`src/hpc_port_cfg.svh`:
```
// constants for the host port: register offsets, field positions,
// reset values and broadcast instruction codes.
// assumes inclusion by bare name from the port's design files.
`ifndef HPC_PORT_CFG_SVH
`define HPC_PORT_CFG_SVH

// ============================================================
// external register select codes
`define HPC_OFS_DATA_LOW 3'h0
`define HPC_OFS_DATA_MID 3'h1
`define HPC_OFS_DATA_TOP 3'h2
`define HPC_OFS_SLEEP_CTRL 3'h3
`define HPC_OFS_PIN_SYNC 3'h4
`define HPC_OFS_SOFT_SYNC 3'h5
`define HPC_OFS_CHAN_ADDR 3'h6
`define HPC_OFS_ACCESS_CTRL 3'h7

// ============================================================
// access_control fields
`define HPC_ACR_AUTOINC 7
`define HPC_ACR_BCAST 6
`define HPC_ACR_INSTR_HI 5
`define HPC_ACR_INSTR_LO 2
`define HPC_ACR_UPPER_HI 1

// ============================================================
// software_sync_control and sleep fields
`define HPC_SS_START 4
`define HPC_SS_HOP 5
`define HPC_SS_TEST 6
`define HPC_SS_PRBS 7
`define HPC_SLP_SER_READ 4
`define HPC_SLP_INPUT_PORT 5

// ============================================================
// reset values
`define HPC_REG_RST 8'h00
`define HPC_NIB_RST 4'h0
`define HPC_PIN_W 19
`define HPC_PIN_RST 19'h38000

// ============================================================
// broadcast instruction codes and channel groups
`define HPC_INS_ALL 4'h0
`define HPC_INS_CH012 4'h1
`define HPC_INS_CH123 4'h2
`define HPC_INS_ALL_CHIPS 4'h4
`define HPC_INS_ID_EVEN 4'h8
`define HPC_INS_ID_ODD 4'h9
`define HPC_INS_ID2_PFX 2'h3
`define HPC_CHAN_NONE 4'h0
`define HPC_CHAN_ALL 4'hF
`define HPC_CHAN_012 4'h7
`define HPC_CHAN_123 4'hE
`define HPC_CHAN_ONE 4'h1

`endif

```
`src/hpc_port_pkg.sv`:
```
// types shared by the host port modules.
// assumes nothing of its surroundings.
package hpc_port_pkg;

  // ============================================================
  // access sequencer states
  typedef enum logic [2:0] {
    HPC_ST_IDLE = 3'b001,
    HPC_ST_BUSY = 3'b010,
    HPC_ST_DONE = 3'b100
  } hpc_state_t;

  // ============================================================
  // which path issued the access
  typedef enum logic {
    HPC_SRC_PAR = 1'b0,
    HPC_SRC_SER = 1'b1
  } hpc_src_t;

endpackage

```
`src/hpc_dec_if.sv`:
```
// interface between the port and its channel decoder.
// assumes the port drives the fields and reads the channel select.
`timescale 1ns/1ps
interface hpc_dec_if;
  logic bcast;
  logic [3:0] instr;
  logic [1:0] upper;
  logic [3:0] chip_identity_pins;
  logic [3:0] chan_sel;
  modport port (output bcast, output instr, output upper,
    output chip_identity_pins, input chan_sel);
  modport dec (input bcast, input instr, input upper,
    input chip_identity_pins, output chan_sel);
endinterface

```
`src/hpc_port.sv`:
```
// host port: eight external registers over an 8-bit parallel bus
// and a serial control request port, indirect channel access.
// assumes pins arrive asynchronously; channel logic answers
// int_req_o with a one-cycle int_ack_i.
`timescale 1ns/1ps
`include "hpc_port_cfg.svh"
// What this block does
// - 8-bit data, 3-bit select, strobes, status
// - two bus protocols: split strobes or data strobe
// - serial path shares identical register map
// - auto-increment channel address after low data byte access
// - non-broadcast: instruction must match chip identity
// - broadcast 0000/0001/0010 select channel groups
// - broadcast 0100/1000/1001 select chips
// - broadcast 11xx matches two identity bits
// - chip-select codes take channel from upper bits
// - upper bits pick channel, ignored if multi
// - broadcast: reads invalid, address hidden
// - address is upper bits plus address byte
// - soft-sync bits 0-3 pulse four sync lines
// - soft-sync bit 4 starts channels
// - soft-sync bit 5 updates tuning oscillator
// - soft-sync bit 6 selects test signals
// - soft-sync bit 7 picks pseudo-random or full-scale
// - data bytes carry bits 7:0, 15:8, 19:16
// - low data byte triggers the internal transfer
// - mode input selects the bus protocol
// - acknowledge low from start until completion
// - sleep bits 3-0 put channels asleep
module hpc_port
  import hpc_port_pkg::*;
(
  input wire logic sys_clk_i,
  input wire logic rst_n_i,
  input wire logic clk_en_i,
  input wire logic mode_i,
  input wire logic cs_n_i,
  input wire logic rd_n_i,
  input wire logic wr_n_i,
  input wire logic [2:0] addr_i,
  input wire logic [7:0] data_i,
  output logic [7:0] data_o,
  output logic data_oe_o,
  output logic access_acknowledge_n_o,
  input wire logic [3:0] chip_identity_pins_i,
  input wire logic ser_req_i,
  input wire logic ser_wr_i,
  input wire logic [2:0] ser_addr_i,
  input wire logic [7:0] ser_wdata_i,
  output logic [7:0] ser_rdata_o,
  output logic ser_done_o,
  output logic int_req_o,
  output logic int_wr_o,
  output logic [9:0] int_addr_o,
  output logic [19:0] int_wdata_o,
  output logic [3:0] int_chan_sel_o,
  input wire logic [19:0] int_rdata_i,
  input wire logic int_ack_i,
  output logic [3:0] sleep_o,
  output logic serial_read_o,
  output logic input_port_access_o,
  output logic [7:0] pin_sync_ctrl_o,
  output logic [3:0] soft_sync_o,
  output logic start_o,
  output logic hop_o,
  output logic test_source_enable_o,
  output logic prbs_source_select_o
);

  // ============================================================
  // pin synchroniser: three stages, change taken when 2nd/3rd agree
  logic [`HPC_PIN_W-1:0] pin_raw, pin_s1_q, pin_s2_q, pin_s3_q;
  logic [`HPC_PIN_W-1:0] pin_f_q, pin_f_d;
  logic f_mode, f_cs_n, f_rd_n, f_wr_n;
  logic [2:0] f_addr;
  logic [7:0] f_data;
  logic [3:0] f_chip_identity_pins;

  assign pin_raw = {mode_i, cs_n_i, rd_n_i, wr_n_i, addr_i, data_i,
    chip_identity_pins_i};
  assign pin_f_d = (pin_s2_q & pin_s3_q) | (pin_f_q & (pin_s2_q | pin_s3_q));
  assign {f_mode, f_cs_n, f_rd_n, f_wr_n, f_addr, f_data, f_chip_identity_pins} =
    pin_f_q;

  always_ff @(posedge sys_clk_i or negedge rst_n_i) begin
    if (!rst_n_i) begin
      pin_s1_q <= `HPC_PIN_RST;
      pin_s2_q <= `HPC_PIN_RST;
      pin_s3_q <= `HPC_PIN_RST;
      pin_f_q <= `HPC_PIN_RST;
    end else if (clk_en_i) begin
      pin_s1_q <= pin_raw;
      pin_s2_q <= pin_s1_q;
      pin_s3_q <= pin_s2_q;
      pin_f_q <= pin_f_d;
    end
  end

  // ============================================================
  // strobe decode for both protocols
  logic par_rd, par_wr, par_active;

  assign par_rd = f_mode ? (!f_rd_n && f_wr_n) : !f_rd_n;
  assign par_wr = f_mode ? (!f_rd_n && !f_wr_n) : !f_wr_n;
  assign par_active = !f_cs_n && (par_rd || par_wr);

  // ============================================================
  // state and registers
  hpc_state_t state_q, state_d;
  hpc_src_t src_q, src_d;
  logic wr_q, wr_d, need_int_q, need_int_d, drive_q, drive_d;
  logic ser_done_q, ser_done_d;
  logic [2:0] addr_q, addr_d;
  logic [3:0] chan_q, chan_d, pulse_q, pulse_d, dtop_q, dtop_d;
  logic start_q, start_d, hop_q, hop_d;
  logic [7:0] acr_q, acr_d, car_q, car_d, dlo_q, dlo_d, dmid_q, dmid_d;
  logic [7:0] sleep_q, sleep_d, pin_q, pin_d, soft_q, soft_d;
  logic [7:0] rdata_q, rdata_d;

  // ============================================================
  // channel decoder
  hpc_dec_if dec_bus();

  assign dec_bus.bcast = acr_q[`HPC_ACR_BCAST];
  assign dec_bus.instr = acr_q[`HPC_ACR_INSTR_HI:`HPC_ACR_INSTR_LO];
  assign dec_bus.upper = acr_q[`HPC_ACR_UPPER_HI:0];
  assign dec_bus.chip_identity_pins = f_chip_identity_pins;

  hpc_chan_decode u_dec (
    .bus(dec_bus)
  );

  // ============================================================
  // access taken from either path, parallel first
  logic par_take, ser_take, take_any, take_wr, bcast;
  logic [2:0] take_addr;
  logic [7:0] take_wdata;

  assign bcast = acr_q[`HPC_ACR_BCAST];
  assign par_take = (state_q == HPC_ST_IDLE) && par_active;
  assign ser_take = (state_q == HPC_ST_IDLE) && !par_active &&
    ser_req_i && !ser_done_q;
  assign take_any = par_take || ser_take;
  assign take_wr = par_take ? par_wr : ser_wr_i;
  assign take_addr = par_take ? f_addr : ser_addr_i;
  assign take_wdata = par_take ? f_data : ser_wdata_i;

  // ============================================================
  // next-value logic for the sequencer and registers
  always_comb begin
    state_d = state_q;
    src_d = src_q;
    wr_d = wr_q;
    addr_d = addr_q;
    need_int_d = need_int_q;
    drive_d = drive_q;
    chan_d = chan_q;
    acr_d = acr_q;
    car_d = car_q;
    dlo_d = dlo_q;
    dmid_d = dmid_q;
    dtop_d = dtop_q;
    sleep_d = sleep_q;
    pin_d = pin_q;
    soft_d = soft_q;
    rdata_d = rdata_q;
    pulse_d = 4'h0;
    start_d = 1'b0;
    hop_d = 1'b0;
    ser_done_d = 1'b0;
    case (state_q)
      HPC_ST_IDLE: begin
        if (take_any) begin
          state_d = HPC_ST_BUSY;
          src_d = par_take ? HPC_SRC_PAR : HPC_SRC_SER;
          wr_d = take_wr;
          addr_d = take_addr;
          chan_d = dec_bus.chan_sel;
          drive_d = !take_wr && !bcast &&
            (dec_bus.chan_sel != `HPC_CHAN_NONE);
          need_int_d = (take_addr == `HPC_OFS_DATA_LOW) &&
            (take_wr || !bcast) &&
            (dec_bus.chan_sel != `HPC_CHAN_NONE);
          if (take_wr) begin
            case (take_addr)
              `HPC_OFS_DATA_LOW: dlo_d = take_wdata;
              `HPC_OFS_DATA_MID: dmid_d = take_wdata;
              `HPC_OFS_DATA_TOP: dtop_d = take_wdata[3:0];
              `HPC_OFS_SLEEP_CTRL: sleep_d = take_wdata;
              `HPC_OFS_PIN_SYNC: pin_d = take_wdata;
              `HPC_OFS_SOFT_SYNC: begin
                soft_d = take_wdata;
                pulse_d = take_wdata[3:0];
                start_d = take_wdata[`HPC_SS_START];
                hop_d = take_wdata[`HPC_SS_HOP];
              end
              `HPC_OFS_CHAN_ADDR: car_d = take_wdata;
              `HPC_OFS_ACCESS_CTRL: acr_d = take_wdata;
              default: acr_d = acr_q;
            endcase
          end else begin
            case (take_addr)
              `HPC_OFS_DATA_LOW: begin
                rdata_d = bcast ? `HPC_REG_RST : dlo_q;
                if (bcast) begin
                  dlo_d = `HPC_REG_RST;
                  dmid_d = `HPC_REG_RST;
                  dtop_d = `HPC_NIB_RST;
                end
              end
              `HPC_OFS_DATA_MID: rdata_d = dmid_q;
              `HPC_OFS_DATA_TOP: rdata_d = {4'h0, dtop_q};
              `HPC_OFS_CHAN_ADDR: begin
                rdata_d = bcast ? `HPC_REG_RST : car_q;
              end
              `HPC_OFS_ACCESS_CTRL: rdata_d = acr_q;
              default: rdata_d = `HPC_REG_RST;
            endcase
          end
        end
      end
      HPC_ST_BUSY: begin
        if (!need_int_q || int_ack_i) begin
          if (need_int_q && !wr_q) begin
            dlo_d = int_rdata_i[7:0];
            dmid_d = int_rdata_i[15:8];
            dtop_d = int_rdata_i[19:16];
            rdata_d = int_rdata_i[7:0];
          end
          if (addr_q == `HPC_OFS_DATA_LOW &&
              acr_q[`HPC_ACR_AUTOINC]) begin
            car_d = car_q + 8'h01;
          end
          if (src_q == HPC_SRC_SER) begin
            state_d = HPC_ST_IDLE;
            ser_done_d = 1'b1;
          end else begin
            state_d = HPC_ST_DONE;
          end
        end
      end
      HPC_ST_DONE: begin
        if (!par_active) begin
          state_d = HPC_ST_IDLE;
        end
      end
      default: state_d = HPC_ST_IDLE;
    endcase
  end

  // ============================================================
  // register stage, reset loads the idle state and zeroes the rest
  always_ff @(posedge sys_clk_i or negedge rst_n_i) begin
    if (!rst_n_i) begin
      state_q <= HPC_ST_IDLE;
      src_q <= HPC_SRC_PAR;
      wr_q <= 1'b0;
      addr_q <= 3'h0;
      need_int_q <= 1'b0;
      drive_q <= 1'b0;
      chan_q <= `HPC_CHAN_NONE;
      acr_q <= `HPC_REG_RST;
      car_q <= `HPC_REG_RST;
      dlo_q <= `HPC_REG_RST;
      dmid_q <= `HPC_REG_RST;
      dtop_q <= `HPC_NIB_RST;
      sleep_q <= `HPC_REG_RST;
      pin_q <= `HPC_REG_RST;
      soft_q <= `HPC_REG_RST;
      rdata_q <= `HPC_REG_RST;
      pulse_q <= 4'h0;
      start_q <= 1'b0;
      hop_q <= 1'b0;
      ser_done_q <= 1'b0;
    end else if (clk_en_i) begin
      state_q <= state_d;
      src_q <= src_d;
      wr_q <= wr_d;
      addr_q <= addr_d;
      need_int_q <= need_int_d;
      drive_q <= drive_d;
      chan_q <= chan_d;
      acr_q <= acr_d;
      car_q <= car_d;
      dlo_q <= dlo_d;
      dmid_q <= dmid_d;
      dtop_q <= dtop_d;
      sleep_q <= sleep_d;
      pin_q <= pin_d;
      soft_q <= soft_d;
      rdata_q <= rdata_d;
      pulse_q <= pulse_d;
      start_q <= start_d;
      hop_q <= hop_d;
      ser_done_q <= ser_done_d;
    end
  end

  // ============================================================
  // outputs
  assign access_acknowledge_n_o = (state_q != HPC_ST_BUSY);
  assign data_o = rdata_q;
  assign data_oe_o = drive_q && par_active && par_rd &&
    (state_q == HPC_ST_DONE);
  assign ser_rdata_o = rdata_q;
  assign ser_done_o = ser_done_q;
  assign int_req_o = (state_q == HPC_ST_BUSY) && need_int_q;
  assign int_wr_o = wr_q;
  assign int_addr_o = {acr_q[`HPC_ACR_UPPER_HI:0], car_q};
  assign int_wdata_o = {dtop_q, dmid_q, dlo_q};
  assign int_chan_sel_o = chan_q;
  assign sleep_o = sleep_q[3:0];
  assign serial_read_o = sleep_q[`HPC_SLP_SER_READ];
  assign input_port_access_o = sleep_q[`HPC_SLP_INPUT_PORT];
  assign pin_sync_ctrl_o = pin_q;
  assign soft_sync_o = pulse_q;
  assign start_o = start_q;
  assign hop_o = hop_q;
  assign test_source_enable_o = soft_q[`HPC_SS_TEST];
  assign prbs_source_select_o = soft_q[`HPC_SS_PRBS];
endmodule

```
`src/hpc_chan_decode.sv`:
```
// channel decoder: turns access_control and chip identity into
// a four-bit channel select.
// assumes stable inputs from the port's registers and pin filter.
`timescale 1ns/1ps
`include "hpc_port_cfg.svh"
module hpc_chan_decode
  import hpc_port_pkg::*;
(
  hpc_dec_if.dec bus
);

  logic [3:0] one_chan;

  // ============================================================
  // single channel from the two upper address bits
  assign one_chan = `HPC_CHAN_ONE << bus.upper;

  // ============================================================
  // instruction decode
  always_comb begin
    bus.chan_sel = `HPC_CHAN_NONE;
    if (!bus.bcast) begin
      if (bus.instr == bus.chip_identity_pins) begin
        bus.chan_sel = one_chan;
      end
    end else begin
      case (bus.instr)
        `HPC_INS_ALL: bus.chan_sel = `HPC_CHAN_ALL;
        `HPC_INS_CH012: bus.chan_sel = `HPC_CHAN_012;
        `HPC_INS_CH123: bus.chan_sel = `HPC_CHAN_123;
        `HPC_INS_ALL_CHIPS: bus.chan_sel = one_chan;
        `HPC_INS_ID_EVEN: begin
          if (!bus.chip_identity_pins[0]) begin
            bus.chan_sel = one_chan;
          end
        end
        `HPC_INS_ID_ODD: begin
          if (bus.chip_identity_pins[0]) begin
            bus.chan_sel = one_chan;
          end
        end
        default: begin
          if (bus.instr[3:2] == `HPC_INS_ID2_PFX &&
              bus.instr[1:0] == bus.chip_identity_pins[1:0]) begin
            bus.chan_sel = one_chan;
          end else begin
            bus.chan_sel = `HPC_CHAN_NONE;
          end
        end
      endcase
    end
  end

endmodule

```
`config.mk`:
```
export PLATFORM = sky130hd
export DESIGN_NAME = hpc_port
export DESIGN_NICKNAME = d
export VERILOG_FILES = /design/src/hpc_port_pkg.sv /design/src/hpc_dec_if.sv /design/src/hpc_port.sv /design/src/hpc_chan_decode.sv
export VERILOG_INCLUDE_DIRS = /design/src
export SDC_FILE = /design/constraint.sdc
export NUM_CORES = 1
export LEC_CHECK = 0
export ABC_CLOCK_PERIOD_IN_PS = 3700
export CAP_MARGIN = 25
export CORE_ASPECT_RATIO = 0.9
export CORE_MARGIN = 2
export CORE_UTILIZATION = 64
export DETAILED_ROUTE_END_ITERATION = 12
export DONT_BUFFER_PORTS = 1
export PLACE_DENSITY = 0.8
export SLEW_MARGIN = 25
export SYNTH_ARGS = -nofsm -noshare
export SYNTH_HDL_FRONTEND = slang
export SYNTH_SLANG_ARGS = --single-unit
```
`constraint.sdc`:
```
create_clock -name sys_clk_i -period 3.7 [get_ports sys_clk_i]
set_input_delay 0.185 -clock sys_clk_i [delete_from_list [all_inputs] [get_ports sys_clk_i]]
set_output_delay 0.185 -clock sys_clk_i [all_outputs]
set_load 0.005 [all_outputs]
```
-- Yosys cells after proc, flatten, opt, wreduce, memory -nomap -nowiden
Index checks and enable logic that the tools add are counted.
- register bits: 163
- bits of input ports: 56
- output and inout bits: 77
- add/sub/neg operators: 1
- eq/ne operators: 32
- shift operators: 1
- mux-type cells: 67
- bitwise operators: 4
- reductions and logical operators: 47
- operators by type and width (cell ; count):
    $mux W8 ; 23
    $mux W4 ; 16
    $pmux W8 S2 ; 4
    $pmux W8 S5 ; 1
    $and A19 B19 Y19 ; 2
    $or A19 B19 Y19 ; 2
    $pmux W4 S6 ; 1
    $reduce_and A5 Y1 ; 4
    $logic_and A1 B1 Y1 ; 18
    $reduce_and A8 Y1 ; 2
    $eq A3 B3 Y1 const B ; 5
    $mux W1 ; 15
    $mux W3 ; 5
    $ne A2 B2 Y1 const B ; 7
    $ne A3 B2 Y1 const B ; 4
    $reduce_and A6 Y1 ; 2
    $eq A3 B2 Y1 const B ; 3
    $logic_not A1 Y1 ; 9
    $pmux W3 S3 ; 1
    $add A8 B1 Y8 const B ; 1
    $eq A4 B4 Y1 const B ; 2
    $pmux W4 S2 ; 1
    $reduce_and A7 Y1 ; 1
    $eq A3 B1 Y1 const B ; 2
    16 further kinds ; 21

-- Longest topological paths before layout
Gate-level depths: netlist (run 1).
- depth after elaboration: 12
- gate-level depth with buffers: 10

-- Hierarchy
Synthesis (run 1) repeated with hierarchy kept, for this count alone.
- cells, all modules: 745
- area, all modules: 7942.6 µm²
- modules (own cells, without submodules) (module ; times used ; cells each ; area an instance (µm²) ; sequential area each (µm²)):
    hpc_port ; 1 ; 715 ; 7757.4 ; 3945.0
    hpc_chan_decode ; 1 ; 30 ; 185.2 ; 0.0

-- Worst setup path before layout (run 1)
Ideal clock, no wire load.
- kind: register to register
- start point: register state_q[0]
- end point: register pin_q[5], in the netlist pin_sync_ctrl_o[5]
- setup time: 0.129 ns
- arrival time: 2.513 ns
- data required time: 3.571 ns
- path slack: 1.058 ns
- stages on the path, launching flop included: 10
- clock period less this slack: 2.642 ns
- path through: dfstp_2 or3b_4 or3_4 buf_2 mux2i_1 or4b_1 buf_2 buf_6 nand2_1 o21ai_1
- longest elaborated chain between the ends: 6
- elaborated cells between the ends (all ways): 11
- those cells by class: eq/ne: 2; mux: 3; reduce/logical: 6
- ends and longest elaborated chain (element ; RTL line ; text):
    from (decl) ; hpc_port.sv:109 ; hpc_state_t state_q, state_d;
    from (signal assigned) ; hpc_port.sv:276 ; state_q <= state_d;
    $eq A3 B1 Y1 * ; hpc_port.sv:140, hpc_port.sv:141, hpc_port.sv:171 ;
    branches (longest 5 deep; another with $reduce_and A5 Y1) ; -- ;
    to (signal assigned) ; hpc_port.sv:268 ; pin_q <= `HPC_REG_RST;
    to (signal assigned) ; hpc_port.sv:289 ; pin_q <= pin_d;
    to (decl) ; hpc_port.sv:117 ; logic [7:0] sleep_q, sleep_d, pin_q, pin_d, soft_q, soft_d;
Every way passes the cells marked *.
A chain may end at the register's enable or synchronous reset.

-- Final worst setup path (run 1)
Ends and elaborated chain as after synthesis.

==> results of run 1 <==
cells in the final DEF (no fill, tap or decap), types with 16 or more instances in the layout:
master,instances
mux2i_1,24
nand3_1,16
a21oi_1,63
nand2b_1,23
dlygate4sd3_1,26
nand2_1,84
o21ai_0,48
mux2_2,80
dfrtp_1,144
nor2_1,55
inv_1,27
clkbuf_16,17
worst paths after layout:
| path | end | start |
|---|---|---|
| setup / recovery | pin_sync_ctrl_o[5] | state_q[0] |
| hold / removal | pin_s2_q[4] | rst_n_i |
| setup reg to reg | pin_sync_ctrl_o[5] | state_q[0] |
| hold reg to reg | addr_q[0] | addr_q[0] |
| max in group asynchronous | pin_f_q[17] | rst_n_i |
| min in group sys_clk_i | dmid_q[3] | int_rdata_i[11] |
logic make-up (layout without fill, tap and decap cells):
kind of cell               count (synthesis)  in the layout
buffers and inverters                     83             98
DFF                                      157            157
muxes                                    106            106
AOI/OAI and AO/OA                        211            211
and+or+nand+nor                          221            221
xor gates and xnor gates                   3              3
adders and majority gates                  1              1
worst max-delay path: cells and delay by family, from the launching register on:
kind	cells	cell delay, ns
AOI/OAI and AO/OA	1	0.08
DFF	1	0.57
muxes	1	0.39
and+or+nand+nor	4	1.89
registers in the layout (all words and copies together) (netlist names), 4 cells and up:
name and count:
pin_s1_q 19, dlo_q 8, car_q 8, sleep_q 6, acr_q 8, dtop_q 4, pin_f_q 19, dmid_q 8
pin_s2_q 19, pin_s3_q 19, data_o 8, pin_sync_ctrl_o 8, int_chan_sel_o 4, soft_sync_o 4
routing by layer:
layer  track usage, %  up-vias  share of wire (%)
li1                 -     2812                  -
met1             43.7     3037                 42
met2             49.4      280                 48
met3             8.87       38                8.5
met4             10.6        0                2.2
met5                0        -                  0
Yosys cell counts, types with 4 or more instances:
cell      number  share of area (%)
nor3_1        10               0.63
mux2i_1       24                3.0
o21ai_0       48                3.0
o211ai_1       4               0.38
a22o_1        13                1.4
mux2_2        80                 11
a31oi_1        9               0.71
a211oi_1       6               0.57
nor3b_1        4               0.38
o31ai_1        5               0.48
nand2_1       84                4.0
nor2_1        55                2.6
dfstp_2       13                4.3
dfrtp_1      144                 46
nand3_1       16                1.0
clkbuf_1      39                1.9
a311oi_1       6               0.67
buf_4         10               0.95
o22ai_1       10               0.79
a21oi_1       63                4.0
inv_1         27                1.3
a221oi_1      13                1.4
nand2b_1      23                1.8
o221ai_1       4               0.44
o21ai_1        9               0.57
metrics by stage:
step	hold WS [ns]	area (µm²)
CTS	-0.561	8830
global route	-0.566	8830
detailed placement	-0.109	7940
finish	-0.546	8830
global placement	-0.107	7930
floorplan	-0.111	7890
power groups by stage:
stage | clock network (µW) | logic (µW) | registers [µW]
3_3_place_gp | 0 | 2160 | 2900
3_5_place_dp | 0 | 2230 | 2920
5_1_grt | 1890 | 2560 | 2990
6_report | 1810 | 2330 | 2920
2_1_floorplan | 0 | 1880 | 2600
4_1_cts | 1830 | 2290 | 2900
layout make-up:
class,count,area [µm²]
timing repair buffer,39,378
inverter,27,101
tap,160,200
fill,827,3200
multi-input combinational,542,3600
sequential,157,3950
clock buffer,20,447
clock inverter,12,163
==> impl_metrics.toml, run 1 <==
[sta]
setup_viol = 0
worst_slew_pin_slew_ns = 0.708
fin_worst_skew_ns = 0.00873
setup_tns_ns = 0
worst_slack_ns = 0.629
maxSlewHeadroom_pct = 51.5
hold_viol = 157
min_period_over_period_pct = 83.0
whs_ns = -0.546
final_max_slew_viol_count = 0
rsz0062_at_grt = "false"
timing.fmax_mhz = 326
layout_min_cycle_time_ns = 3.07

[route]
drtAntennaViolNets = 0
wl_per_cell_um = 21.2
vias = 6167
vias_per_cell = 6.44
drcViolationCount = 0
first_iter_violations = 868
drt-pass1-iter-count = 5
routed_wl_um = 20300

[pwr]
power_uw = 7050
leakage_uw = 0.00379
pwr-share-comb_pct = 33.0
p_sw_share_pct = 38.8
ir_drop_uv = 552
clkPwrFrac_pct = 25.6
intPower_uw = 4310
switchingPower_uw = 2740
p_seq_share_pct = 41.4
power.density_mw_per_mm2 = 798

[logic_synthesis]
synth_compound_area_share_pct = 16.9
synth_flop_cell = "dfrtp_1"
synthAdderAreaFrac_pct = 0.159
async_reset_ff_share_pct = 100
synth_top_family_by_area = "compound AO/OA/AOI/OAI gates"
syn_area_mm2 = 0.00789
syn_nets = 839
syn_avg_cell_area_um2 = 10.1
synth_edf_count = 0
ys_warn_count = 0
synth.distinct_cells = 65
synth-simple-area-share_pct = 13.3
yosys.area_share.xor_xnor_pct = 0.333
ys_ff_latch = 157
yosysSeqAreaShare_pct = 50.0
synth_cells = 782
muxShareOfSynthArea_pct = 14.8

[critical_path]
crit_type = "register to register"
worst_setup_path_end_kind = "register"
crit_path_start_kind = "register"
arrival_ns = 3.36
path_cells = "or3b_4 -> or3_4 -> mux2_4 -> or4b_1 -> nand2_1 -> o21ai_1"
crit_path_max_fanout = 21
reg2reg_depth = 6
crit_slowest_cell = "or4b_1"
cp.required_ns = 3.99
cp_slowest_stage_delay_ns = 0.79
regToRegSetupSlack_ns = 0.63

[min_path]
hold_class = "primary input to asynchronous set/reset pin"

[global_route]
grt_pass1_wl_um = 32100
grt_max_degree = 158
antenna_found_initial = 0
grt_usage_pct = 31.8
grt_pass1_vias = 6046
grt-ovfl-total = 0

[clock_network]
cts_tree = "yes"
postCtsResizedCells = 0
cts_hold_buf = 27
path_clk_slew_ns = 0.06
clock_latency_ns = 0.42
cts_buffers = 17
clock_path_buffers = 2
cts_root_buf = "clkbuf_16"
cts_setup_buffers = 0
h-tree-depth = 4
cts_num_sinks = 157

[run_status]
status = "finished with violations"
violations = "negative hold slack"

[layout]
area_growth_pct = 12.0
antenna_cells = 0
drive_gt1_share_pct = 18.8
fin_cells = 957
final_nets = 841
utilization_pct = 73.4

[placed_design]
gp_congestion = 0.954
hpwlAfterDp_um = 13600
port_buffers = 0
dp_cells = 898
dpl_worst_slack_ns = 0.691

[run]
max_cap_violations = 0

[floorplanning]
row_count = 38
start_util_pct = 65.6
die_width_um = 121
die_area_mm2 = 0.0132
die_h_um = 109
ios = 133
core_area_mm2 = 0.0120
Note: power is estimated with default switching activity, not from simulation.
==> run 2, diff against run 1 <==
--- a/config.mk
+++ b/config.mk
@@ -6,14 +6,15 @@
 export SDC_FILE = /design/constraint.sdc
 export NUM_CORES = 1
 export LEC_CHECK = 0
-export ABC_CLOCK_PERIOD_IN_PS = 3700
+export ABC_AREA = 1
+export ABC_CLOCK_PERIOD_IN_PS = 2600
 export CAP_MARGIN = 25
 export CORE_ASPECT_RATIO = 0.9
 export CORE_MARGIN = 2
-export CORE_UTILIZATION = 64
+export CORE_UTILIZATION = 58
 export DETAILED_ROUTE_END_ITERATION = 12
 export DONT_BUFFER_PORTS = 1
-export PLACE_DENSITY = 0.8
+export PLACE_DENSITY = 0.76
 export SLEW_MARGIN = 25
 export SYNTH_ARGS = -nofsm -noshare
 export SYNTH_HDL_FRONTEND = slang
==> constraint.sdc (replaced) <==
create_clock -name sys_clk_i -period 2.6 [get_ports sys_clk_i]
set_input_delay 0.13 -clock sys_clk_i [delete_from_list [all_inputs] [get_ports sys_clk_i]]
set_output_delay 0.13 -clock sys_clk_i [all_outputs]
set_load 0.005 [all_outputs]
==> impl_metrics.toml, run 2 <==
[run_status]
status = "finished with violations"
violations = "negative hold slack"

[critical_path]
crit_path_max_fanout = 25
crit_slowest_cell = "o21ai_0"
cp.required_ns = 2.96
path_buf_inv = 0
reg2reg_depth = 7
path_cells = "nand2_2 -> nor2_8 -> nand3_4 -> o21ai_0 -> nand2_1 -> o21a_1 -> o21ai_2"
arrival_ns = 2.78
path_delay_family = "compound AO/OA/AOI/OAI gates"
cp_slowest_stage_delay_ns = 0.79
cp.depth = 7
crit_path_start_kind = "register"
crit_type = "register to register"
worst_setup_path_end_kind = "register"

[layout]
final_nets = 1042
fin_cells = 1162
final_common_cell = "nand2_1"
antenna_cells = 0
drive_gt1_share_pct = 10.5
fillers = 1054
layout_common_cells = "nand2_1 (314), dfrtp_1 (144), nor2_1 (100)"
area_growth_pct = 13.7

[logic_synthesis]
syn_nets = 1022
synth_flop_cell = "dfrtp_1"
yosysTopAreaCell = "dfrtp_1"
yosysSeqAreaShare_pct = 51.1
synth_cells = 965
ys_warn_count = 0
syn_avg_cell_area_um2 = 8.01
synth_top_area_share_pct = 46.6
synth_common_cells = "nand2_1 (316), dfrtp_1 (144), nor2_1 (100), o21ai_0 (98), inv_1 (65)"
synth.area.top_cells = "dfrtp_1 (47%), nand2_1 (15%), o21ai_0 (6.3%)"
synth.distinct_cells = 42
ys_ff_latch = 157
syn_area_mm2 = 0.00772
yosysMostFrequentCell = "nand2_1"
async_reset_ff_share_pct = 100
synth_edf_count = 0

[placed_design]
gp_congestion = 0.938
port_buffers = 0
dpl_worst_slack_ns = 0.112
dp_cells = 1092
hpwlAfterDp_um = 13200

[pwr]
ir_drop_uv = 674
power.density_mw_per_mm2 = 1110
leakage_uw = 0.00424

[clock_network]
cts_tree = "yes"
cts_root_buf = "clkbuf_16"
h-tree-depth = 4
cts_buffers = 17
cts_num_sinks = 157
path_clk_slew_ns = 0.07
clock_path_buffers = 2
cts_hold_buf = 34
clock_latency_ns = 0.43

[route]
first_iter_violations = 602
wl_per_cell_um = 16.7
vias_per_cell = 5.62
drt-pass1-iter-count = 5
drtAntennaViolNets = 0
drcViolationCount = 0
routed_wl_um = 19400
vias = 6532

[global_route]
grt_max_degree = 158
grt_pass1_vias = 6115
grt-ovfl-total = 0
grt_pass1_wl_um = 31300
grt_usage_pct = 28.1
antenna_found_initial = 0

[floorplanning]
start_util_pct = 60.2
die_h_um = 113
ios = 133
die_width_um = 126
row_count = 39
core_area_mm2 = 0.0128
die_area_mm2 = 0.0143

[sta]
rsz0062_at_grt = "true"
timing.fmax_mhz = 412
worst_slew_pin_slew_ns = 0.886
whs_ns = -0.597
layout_min_cycle_time_ns = 2.43
fin_worst_skew_ns = 0.00773
worst_slack_ns = 0.174
final_max_slew_viol_count = 0
min_period_over_period_pct = 93.3
setup_viol = 0
hold_viol = 157
maxSlewHeadroom_pct = 40.3

[min_path]
hold_class = "primary input to asynchronous set/reset pin"

[run]
max_cap_violations = 0
[run 2: layout make-up]
cell class                 count  area [µm²]  area share [%]
tap                          164         205            2.34
inverter                      70         263            2.99
timing repair buffer          52         505            5.75
sequential                   157        3950            44.9
clock buffer                  19         453            5.16
multi-input combinational    687        3280            37.4
clock inverter                13         129            1.47
[run 2: layer usage]
layer / wire length [µm] / track usage [%] / part of all wire, %
met1: 8750 / 39.6 / 45
met2: 8640 / 42.2 / 44
met3: 1720 / 8.16 / 8.8
met4: 335 / 9.26 / 1.7
met5: 0 / 0 / 0
[run 2: power by group]
group          leakage [µW]  internal [µW]  total [µW]  switching [µW]
Clock              0.000275           1390        2450            1070
Sequential          0.00194           3160        3920             761
Combinational       0.00202           1110        3360            2250
Total               0.00424           5660        9730            4080
[run 2: worst reg2reg max path: cells and delay by family, from the launching register on]
kind / cells / cell delay (ns)
AO/OA/AOI/OAI: 3 / 1.15
AND/OR/NAND/NOR: 4 / 0.63
flip-flops: 1 / 0.58
[run 2: final timing paths]
kind	startpoint	to	slack [ns]
setup / recovery	state_q[0]	dmid_q[0]	0.17
hold / removal	rst_n_i	pin_s1_q[0]	-0.60
setup reg to reg	state_q[0]	dmid_q[0]	0.17
hold reg to reg	pin_s3_q[16]	pin_s3_q[16]	0.47
max in group asynchronous	rst_n_i	state_q[0]	2.95
min in group sys_clk_i	int_rdata_i[15]	dmid_q[7]	0.01
[run 2: kinds of logic after synthesis]
kind of cell    count (synthesis)  share of synthesized area, %
simple gates                  494                          27.0
compound gates                184                          14.0
flops                         157                          51.1
buf+inv                       122                          6.95
xor+xnor                        6                         0.680
mux                             1                         0.146
fa+ha+maj                       1                         0.162
[run 2: per-stage QoR]
stage	total power [µW]	utilization, %	setup TNS, ns	hold WS (ns)	cell area (µm²)
floorplan	6260	-	0	-0.166	7720
global placement	7030	60.6	0	-0.158	7770
detailed placement	7100	60.6	0	-0.156	7770
CTS	9630	67.9	0	-0.617	8710
global route	10400	68.4	-0.00365	-0.616	8780
finish	9730	68.4	0	-0.597	8780
[run 2: what timing repair did]
item,in CTS,in global routing
hold endpoints to repair,251,157
setup endpoints to repair,0,54
resized for setup,0,7
buffers inserted,0,3
